`config.mk`:
```
export PLATFORM = sky130hd
export DESIGN_NAME = pec_counters
export DESIGN_NICKNAME = d
export VERILOG_FILES = /design/src/design/pec_pkg.sv /design/src/design/pec_evt_sel.sv /design/src/design/pec_counters.sv
export VERILOG_INCLUDE_DIRS = /design/src /design/src/design
export SDC_FILE = /design/constraint.sdc
export NUM_CORES = 1
export LEC_CHECK = 0
export ABC_AREA = 1
export BUFFER_PORTS_ARGS = -buffer_cell sky130_fd_sc_hd__buf_4
export CORE_UTILIZATION = 56
export CTS_CLUSTER_SIZE = 40
export DETAILED_ROUTE_END_ITERATION = 16
export GPL_ROUTABILITY_DRIVEN = 0
export PLACE_DENSITY = 0.87
export SLEW_MARGIN = 25
export SYNTH_ARGS = -nofsm -noshare
export SYNTH_HDL_FRONTEND = slang
export SYNTH_HIERARCHICAL = 1
export SYNTH_SLANG_ARGS = --single-unit
```
`constraint.sdc`:
```
create_clock -name clk_sys -period 6.5 [get_ports clk_sys]
set_clock_uncertainty 0.05 [all_clocks]
set_input_delay 1.3 -clock clk_sys [delete_from_list [all_inputs] [get_ports clk_sys]]
set_output_delay 1.3 -clock clk_sys [all_outputs]
set_load 0.02 [all_outputs]
```
`src/design/pec_regs.svh`:
```
// constants for the two-counter event selection and counting block
// assumes inclusion by bare name from every design file that needs offsets or codes
`ifndef PEC_REGS_SVH
`define PEC_REGS_SVH

`define PEC_CODE_W 6
`define PEC_CTR_W 40
`define PEC_DATA_W 64
`define PEC_IDX_W 32

`define PEC_EV_MUL_STORE 6'h38
`define PEC_EV_RETURNS 6'h39
`define PEC_EV_BRANCH_BUF 6'h3A
`define PEC_EV_WRITE_STALL 6'h3B

`define PEC_IDX_CTL 32'h0000_0011
`define PEC_IDX_CTR0 32'h0000_0012
`define PEC_IDX_CTR1 32'h0000_0013

`define PEC_CTL_SEL0_LSB 0
`define PEC_CTL_SEL1_LSB 16
`define PEC_CTL_RST 64'h0000_0000_0000_0000
`define PEC_CTR_RST 40'h00_0000_0000

`endif

```
`src/design/pec_pkg.sv`:
```
// types shared by the event selector and the counter top
// assumes the constants header is visible through the include below
`include "pec_regs.svh"

package pec_pkg;

    typedef logic [`PEC_CODE_W-1:0] pec_code_t;
    typedef logic [`PEC_CTR_W-1:0] pec_count_t;

    // per-clock indications from the pipeline, branch buffer and write buffers
    typedef struct packed {
        logic multiply_interlock_stall_event;
        logic other_stall_cause;
        logic move_store_d2_stall;
        logic near_return_instr_exec;
        logic interrupt_return_instr;
        logic return_exception;
        logic interrupt_before_return;
        logic branch_buffer_false_entry_event;
        logic branch_taken_not_taken;
        logic write_buffer_full_stall;
        logic em_line_write_stall;
    } pec_evt_s;

    typedef enum logic [0:0] {
        PEC_CTR0,
        PEC_CTR1
    } pec_ctr_e;

endpackage : pec_pkg

```
`src/design/pec_evt_sel.sv`:
```
// event selector: turns the two programmed codes into one increment per counter
// assumes event inputs come from logic on the same clock, already qualified per clock
`timescale 1ns/1ps
`include "pec_regs.svh"

module pec_evt_sel
    import pec_pkg::*;
(
    input wire pec_evt_s evt,
    input wire pec_code_t sel0,
    input wire pec_code_t sel1,
    output logic inc0,
    output logic inc1
);

    wire multiply_only = evt.multiply_interlock_stall_event & ~evt.other_stall_cause;
    wire return_hit = (evt.near_return_instr_exec & ~evt.interrupt_return_instr)
                      | evt.return_exception | evt.interrupt_before_return;

    function automatic logic pec_hit(input pec_code_t code, input pec_ctr_e ctr, input pec_evt_s e,
                                     input logic mul_only, input logic ret_hit);
        logic hit;
        hit = 1'b0;
        case (code)
            `PEC_EV_MUL_STORE: begin
                // interlock length already encodes two clocks or one per occurrence
                hit = (ctr == PEC_CTR0) ? mul_only : e.move_store_d2_stall;
            end
            `PEC_EV_RETURNS: begin
                hit = (ctr == PEC_CTR0) ? ret_hit : 1'b0;
            end
            `PEC_EV_BRANCH_BUF: begin
                hit = (ctr == PEC_CTR0) ? e.branch_buffer_false_entry_event : e.branch_taken_not_taken;
            end
            `PEC_EV_WRITE_STALL: begin
                hit = (ctr == PEC_CTR0) ? e.write_buffer_full_stall : e.em_line_write_stall;
            end
            default: begin
                hit = 1'b0;
            end
        endcase
        return hit;
    endfunction : pec_hit

    assign inc0 = pec_hit(sel0, PEC_CTR0, evt, multiply_only, return_hit);
    assign inc1 = pec_hit(sel1, PEC_CTR1, evt, multiply_only, return_hit);

endmodule : pec_evt_sel

```
`src/design/pec_counters.sv`:
```
// two event counters, their select register and the model-register access port
// assumes the pipeline drives events and access strobes from clk_sys, one access per clock at most
`timescale 1ns/1ps
`include "pec_regs.svh"

module pec_counters
    import pec_pkg::*;
(
    input wire logic clk_sys,
    input wire logic reset_n,
    input wire pec_evt_s evt,
    input wire logic model_reg_read_instr,
    input wire logic model_reg_write_instr,
    input wire logic [`PEC_IDX_W-1:0] model_reg_index,
    input wire logic [`PEC_DATA_W-1:0] model_reg_wdata,
    output logic [`PEC_DATA_W-1:0] model_reg_rdata,
    output logic model_reg_rvalid,
    output logic model_reg_fault,
    output pec_count_t ctr0,
    output pec_count_t ctr1
);

    logic [`PEC_DATA_W-1:0] ctl;
    logic inc0;
    logic inc1;

    wire hit_ctl = (model_reg_index == `PEC_IDX_CTL);
    wire hit_ctr0 = (model_reg_index == `PEC_IDX_CTR0);
    wire hit_ctr1 = (model_reg_index == `PEC_IDX_CTR1);
    wire hit_any = hit_ctl | hit_ctr0 | hit_ctr1;
    wire wr_ctl = model_reg_write_instr & hit_ctl;
    wire wr_ctr0 = model_reg_write_instr & hit_ctr0;
    wire wr_ctr1 = model_reg_write_instr & hit_ctr1;
    wire access = model_reg_read_instr | model_reg_write_instr;
    wire pec_code_t sel0 = ctl[`PEC_CTL_SEL0_LSB +: `PEC_CODE_W];
    wire pec_code_t sel1 = ctl[`PEC_CTL_SEL1_LSB +: `PEC_CODE_W];

    // only the two select fields are stored; the rest of the control word reads as zero
    wire [`PEC_DATA_W-1:0] ctl_keep = (64'h0000_0000_0000_003F << `PEC_CTL_SEL0_LSB)
                                    | (64'h0000_0000_0000_003F << `PEC_CTL_SEL1_LSB);

    logic [`PEC_DATA_W-1:0] read_mux;
    always_comb begin
        read_mux = 64'h0000_0000_0000_0000;
        if (hit_ctl) begin
            read_mux = ctl;
        end else if (hit_ctr0) begin
            read_mux = {24'h00_0000, ctr0};
        end else if (hit_ctr1) begin
            read_mux = {24'h00_0000, ctr1};
        end
    end

    wire pec_count_t next_ctr0 = wr_ctr0 ? model_reg_wdata[`PEC_CTR_W-1:0] : ctr0 + {39'h0, inc0};
    wire pec_count_t next_ctr1 = wr_ctr1 ? model_reg_wdata[`PEC_CTR_W-1:0] : ctr1 + {39'h0, inc1};

    pec_evt_sel u_sel (
        .evt(evt),
        .sel0(sel0),
        .sel1(sel1),
        .inc0(inc0),
        .inc1(inc1)
    );

    // a software write in the same clock as an event wins; the event in that clock is dropped
    always_ff @(posedge clk_sys or negedge reset_n) begin
        if (!reset_n) begin
            ctr0 <= `PEC_CTR_RST;
            ctr1 <= `PEC_CTR_RST;
        end else begin
            ctr0 <= next_ctr0;
            ctr1 <= next_ctr1;
        end
    end

    always_ff @(posedge clk_sys or negedge reset_n) begin
        if (!reset_n) begin
            ctl <= `PEC_CTL_RST;
        end else if (wr_ctl) begin
            ctl <= model_reg_wdata & ctl_keep;
        end
    end

    // read data is captured before this clock's increment, so it shows the pre-edge count
    always_ff @(posedge clk_sys or negedge reset_n) begin
        if (!reset_n) begin
            model_reg_rdata <= 64'h0000_0000_0000_0000;
            model_reg_rvalid <= 1'b0;
            model_reg_fault <= 1'b0;
        end else begin
            model_reg_rdata <= model_reg_read_instr ? read_mux : 64'h0000_0000_0000_0000;
            model_reg_rvalid <= model_reg_read_instr & hit_any;
            model_reg_fault <= access & ~hit_any;
        end
    end

    wire mul_only0 = (sel0 == `PEC_EV_MUL_STORE) && evt.multiply_interlock_stall_event
                     && !evt.other_stall_cause && !wr_ctr0 && !wr_ctl;

    wire pec_count_t wdata_cnt = model_reg_wdata[`PEC_CTR_W-1:0];
    wire mul_quiet0 = (sel0 == `PEC_EV_MUL_STORE) && !evt.multiply_interlock_stall_event
                      && !wr_ctr0 && !wr_ctl;
    wire sel0_counts = (sel0 == `PEC_EV_MUL_STORE) || (sel0 == `PEC_EV_RETURNS)
                       || (sel0 == `PEC_EV_BRANCH_BUF) || (sel0 == `PEC_EV_WRITE_STALL);
    // 39H means nothing on counter 1, so it is left out here on purpose
    wire sel1_counts = (sel1 == `PEC_EV_MUL_STORE) || (sel1 == `PEC_EV_BRANCH_BUF)
                       || (sel1 == `PEC_EV_WRITE_STALL);
endmodule : pec_counters

```
== Word level (Yosys, flattened, before mapping) ==
Cells that the tools add are included.

* Bitwise operators: 15
* Equal/unequal tests: 10
* Add/sub/neg operators: 2
* Multiplexer cells: 8

{| class="wikitable"
|+ Operators with widths
! kind !! number
|-
| 2-to-1 mux 64 bit || 3
|-
| 2-to-1 mux 40 bit || 3
|-
| == test 32 x 5 -> 1 bit, second input constant || 3
|-
| adder 40 x 1 -> 40 bit || 2
|-
| == test 6 bit, second input constant || 7
|-
| AND 1 bit || 7
|-
| OR 1 bit || 5
|-
| case mux 1 bit (4 select lines) || 1
|-
| NOT 1 bit || 3
|-
| case mux 1 bit (3 select lines) || 1
|}

* Word-level logic and storage cells: 41
* Flip-flop bits (word level): 158
* Input port bits: 111
* Output and inout port bits: 146

== Logic depth before layout (Yosys ltp) ==
* Depth in word-level cells: 7
* Gate-level depth with buffers: 16
* Depth with buffers taken out: 16

== Modules after synthesis ==
The synthesis kept the hierarchy.

{| class="wikitable"
|+ By module, submodules not included
! module !! seq. area each (µm²) !! area an instance (µm²) !! cells an instance !! times used
|-
| pec_counters || 3353.2 || 8041.5 || 1134 || 1
|-
| pec_evt_sel || 0.0 || 115.1 || 27 || 1
|}

== Worst setup path before layout ==
No wires, ideal clock.

* Path type: in2reg
* Start: input port evt[9] (netlist bit)
* End: register ctr0[32]
* Setup time: 0.117 ns
* Required time: 6.333 ns
* Stages: 15
* Buffers on the path: 0
* Data arrival time: 2.829 ns
* Slack: 3.504 ns
* Cell sequence: nor2_1 nand2_1 nand2_1 nand2_1 nor2_1 ha_1 ha_1 inv_1 nor2_2 nand2_1 nor2_1 nand2_1 xnor2_1 nand2_1 nand2_1

* Cells in the longest elaborated chain, start to end: 5

{| class="wikitable"
|+ Ends and longest elaborated chain
! element !! line !! source
|-
| start, declared || pec_counters.sv:11 || <nowiki>input wire pec_evt_s evt,</nowiki>
|-
| NOT 1 bit || pec_evt_sel.sv:16 || <nowiki>wire multiply_only = evt.multiply_interlock_stall_event & ~evt.other_stall_cause;</nowiki>
|-
| AND 1 bit || pec_evt_sel.sv:16 ||
|-
| case mux 1 bit (4 select lines) || pec_evt_sel.sv:24 || <nowiki>case (code)</nowiki>
|-
| net inc0 || pec_counters.sv:24 || <nowiki>logic inc0;</nowiki>
|-
| adder 40 x 1 -> 40 bit || pec_counters.sv:54 || <nowiki>wire pec_count_t next_ctr0 = wr_ctr0 ? model_reg_wdata[`PEC_CTR_W-1:0] : ctr0 + {39'h0, inc0};</nowiki>
|-
| 2-to-1 mux 40 bit || pec_counters.sv:54 ||
|-
| net next_ctr0[32] || pec_counters.sv:54 ||
|-
| end signal, assigned || pec_counters.sv:68 || <nowiki>ctr0 <= `PEC_CTR_RST;</nowiki>
|-
| end signal, assigned || pec_counters.sv:71 || <nowiki>ctr0 <= next_ctr0;</nowiki>
|-
| end, declared || pec_counters.sv:19 || <nowiki>output pec_count_t ctr0,</nowiki>
|}

The timed path passes the listed nets, and every way through them passes these cells.
A chain may end at the register's enable or synchronous reset.

== Worst setup path in the final report ==
* Start: input port model_reg_index[19]
* End: register model_reg_rdata[11]

* Cells in the longest elaborated chain, start to end: 5
* Elaborated cells between the ends (all ways): 7
* Those cells by class: 3 x eq/ne; 4 x mux

{| class="wikitable"
|+ Ends and longest elaborated chain
! element !! line !! source
|-
| start, declared || pec_counters.sv:14 || <nowiki>input wire logic [`PEC_IDX_W-1:0] model_reg_index,</nowiki>
|-
| == test 32 x 5 -> 1 bit (no line) || -- ||
|-
| 2-to-1 mux 40 bit || pec_counters.sv:49 || <nowiki>end else if (hit_ctr1) begin</nowiki>
|-
| 2-to-1 mux 64 bit || pec_counters.sv:47 || <nowiki>end else if (hit_ctr0) begin</nowiki>
|-
| 2-to-1 mux 64 bit * || pec_counters.sv:45 || <nowiki>if (hit_ctl) begin</nowiki>
|-
| 2-to-1 mux 64 bit * || pec_counters.sv:91 || <nowiki>model_reg_rdata <= model_reg_read_instr ? read_mux : 64'h0000_0000_0000_0000;</nowiki>
|-
| end signal, assigned || pec_counters.sv:91 ||
|-
| end, declared || pec_counters.sv:16 || <nowiki>output logic [`PEC_DATA_W-1:0] model_reg_rdata,</nowiki>
|}

Mark *: on every way between the ends. The rest lies on a longest branch, timed or not.

==> run metrics <==
Top delay family on crit path=simple AND/OR/NAND/NOR gates; Peak VDD IR=0.1985 mV; final hold vios=0; critical-path maximum fanout=28; number of diodes=0; CTS Buf Count=17; Post-Syn Area=slightly above 0.008 mm^2; drt pass-1 iters=6; first-pass GRT wire length=42900 um; Hold WS=about 470 ps; Detailed Route Iter0 Violations=about 1200; drt drc=0; Area Overhead vs Synth=26.66%; CTS tree=built; maxcap violations=0; fillers=1070; CTS max path bufs=2; Die Y=122.7 um; post-DP HPWL=20160 um; crit-path max cell delay=600 ps; crit-path cells=buf_4, nor2_1, nand2_1, nor2_1, nand2_2, nor2_4, nand2_2, nand2_2, a21oi_1; FF-to-FF path depth=15; I/O pin count=257; routed len/inst=18.18 um; die width=122.7 um; R2R setup slack=around 3700 ps; routed wire length=28070 um; CP max stage cell=nand2_2; Crit path required time=around 6700 ps; hold-fix buffers at CTS=0; Worst-Skew Late Latency=around 430 ps; Util after Layout=0.7357; gr usage total=0.3851; Setup WS pre-CTS=around 2400 ps; IO Port Bufs=208; power density over the cells=208.4 mW/mm^2; most used cell, CP=nand2_2; antenna viol nets, final=0; YS warnings=6; H-Tree Depth=4; critical path startpoint category=input port; Vias per Instance=around 5.9; Crit path depth=9; hold crit path type=reg2reg; crit share post-route=0.5231; CP startpoint=model_reg_index[19]; Crit path arrival time=between 3000 and 4000 ps; unrepaired setup endpoints after global routing=false; worst reg2reg path startpoint=ctl[1]; Slew headroom=0.3372; fin worst setup slack=between 3000 and 4000 ps; initial antenna violation count=0; pin count of the biggest net entering global routing=76; reg2reg end=ctr0[32]; Clock Sinks=134; post-synthesis register bit count=134; WP buf/inv=1; postcts setup bufs=0; Cells after Synth=around 1200; vias in the first global route=8217; post-CTS resize count=0; Syn Area/Cell=around 7.0 um^2; Final min period=3400 ps; # nets final=1466; worst slew pin tran=just under 1000 ps; dpl cells=~1500; Initial Util=0.5809; via count=9072; number of non-filler instances in the completed layout=approximately 1500; CTS Root Cell=clkbuf_16; Pleak=0.005090 uW; critical path class=in2reg; status=completed; proportion of layout cells with a drive suffix above 1=0.1935; Setup crit end kind=register; fmax=294.1 MHz; num rows=43; Setup TNS Final=0 ps; register area share after synthesis=0.4111; Setup crit end=model_reg_rdata[11]; Yosys cell types=27; GR Overflow Total=0; core area=0.01404 mm^2; Die Footprint=0.01505 mm^2; final setup fails=0; Max Slew Vio Count=0; clock-pin slew of the registers on the worst-case setup and hold paths=roughly 60 ps
-- power by group --
part           internal, uW  switching, uW  total (uW)
Sequential              855           30.9         886
Clock                   658            388        1050
Combinational          87.3            134         221
-- worst min-delay path, stage by stage (launching register included) --
cell and delay, ps:
dfrtp_1 360, nand2_1 60, o21ai_1 60
-- flip-flops by register name (all words and copies together), names as in the netlist --
register          count
ctl                  12
ctr0                 40
ctr1                 40
model_reg_fault       1
model_reg_rdata      40
model_reg_rvalid      1
-- cell usage in the layout, fill, tap and decap left out --
cell / instances
nand3b_1: 4
nor3_4: 1
ha_1: 4
nand2_2: 4
inv_2: 4
nor2_4: 6
nand4_1: 20
dfrtp_1: 134
clkinvlp_4: 1
nand2_1: 365
buf_4: 212
nand3_4: 1
clkbuf_1: 1
buf_16: 1
nand3_1: 152
o21ai_1: 19
buf_6: 1
nor2_2: 3
inv_1: 87
o21ai_0: 26
bufinv_16: 4
nor3_1: 5
clkbuf_8: 1
clkinv_4: 3
nor2_1: 152
and2_1: 2
xnor2_1: 29
conb_1: 24
inv_6: 4
xor2_1: 28
clkbuf_16: 17
a21oi_1: 48
clkinv_2: 1
-- Yosys cell counts, drive strengths merged --
cell type    n  share of area
a21oi       48          0.029
nand2      369           0.17
ha           4         0.0061
conb         1        0.00046
o21ai       45          0.028
inv         91          0.042
dfrtp      134           0.41
clkbuf      12         0.0055
xor2        28          0.030
and2         2         0.0015
buf         54          0.044
nand3b       4         0.0037
nor2       161          0.081
nand3      153          0.095
nor3         6         0.0051
xnor2       29          0.031
nand4       20          0.015
-- worst min path at each step --
stage / startpoint / cells after the start / end / slack [ps]
2_1_floorplan: ctl[3] / 2 / ctl[3] / 430
3_3_place_gp: ctl[3] / 2 / ctl[3] / 450
3_5_place_dp: ctl[4] / 2 / ctl[4] / 450
4_1_cts: ctl[4] / 2 / ctl[4] / 470
5_1_grt: ctl[4] / 2 / ctl[4] / 480
6_report: ctl[4] / 2 / ctl[4] / 470
-- routing by layer --
layer	wire, um	GRT usage	vias to the layer above
li1	-	-	4044
met1	10170	0.5073	4083
met3	3762	0.09944	157
met2	12430	0.5667	788
met4	1701	0.2363	0
met5	0	0	-
-- per-stage QoR --
stage | power (uW) | cell area (um^2)
finish | 2153 | 10330
global placement | 1111 | 9667
floorplan | 1002 | 8243
global route | 2212 | 10330
detailed placement | 1115 | 9667
CTS | 2148 | 10300
-- final cells by class --
| cell class | count | area, um^2 | area share |
|---|---|---|---|
| Tap cell | 180 | 225.2 | 0.02180 |
| Sequential cell | 134 | 3353 | 0.3246 |
| Clock inverter | 13 | 193.9 | 0.01877 |
| Inverter | 91 | 341.6 | 0.03306 |
| Timing Repair Buffer | 214 | 1630 | 0.1578 |
| Multi-Input combinational cell | 893 | 4144 | 0.4011 |
| Clock buffer | 19 | 442.9 | 0.04287 |
-- kinds of logic after synthesis --
family / after synthesis / share of synthesized area
AO/OA/AOI/OAI: 93 / 0.05706
XOR/XNOR: 57 / 0.06121
adder cells (fa/ha/maj): 4 / 0.006136
buffers and inverters: 157 / 0.09142
flip-flops: 134 / 0.4111
other: 1 / 0.0004598
AND/OR/NAND/NOR: 715 / 0.3726
Power figures use the tool's default switching activity.
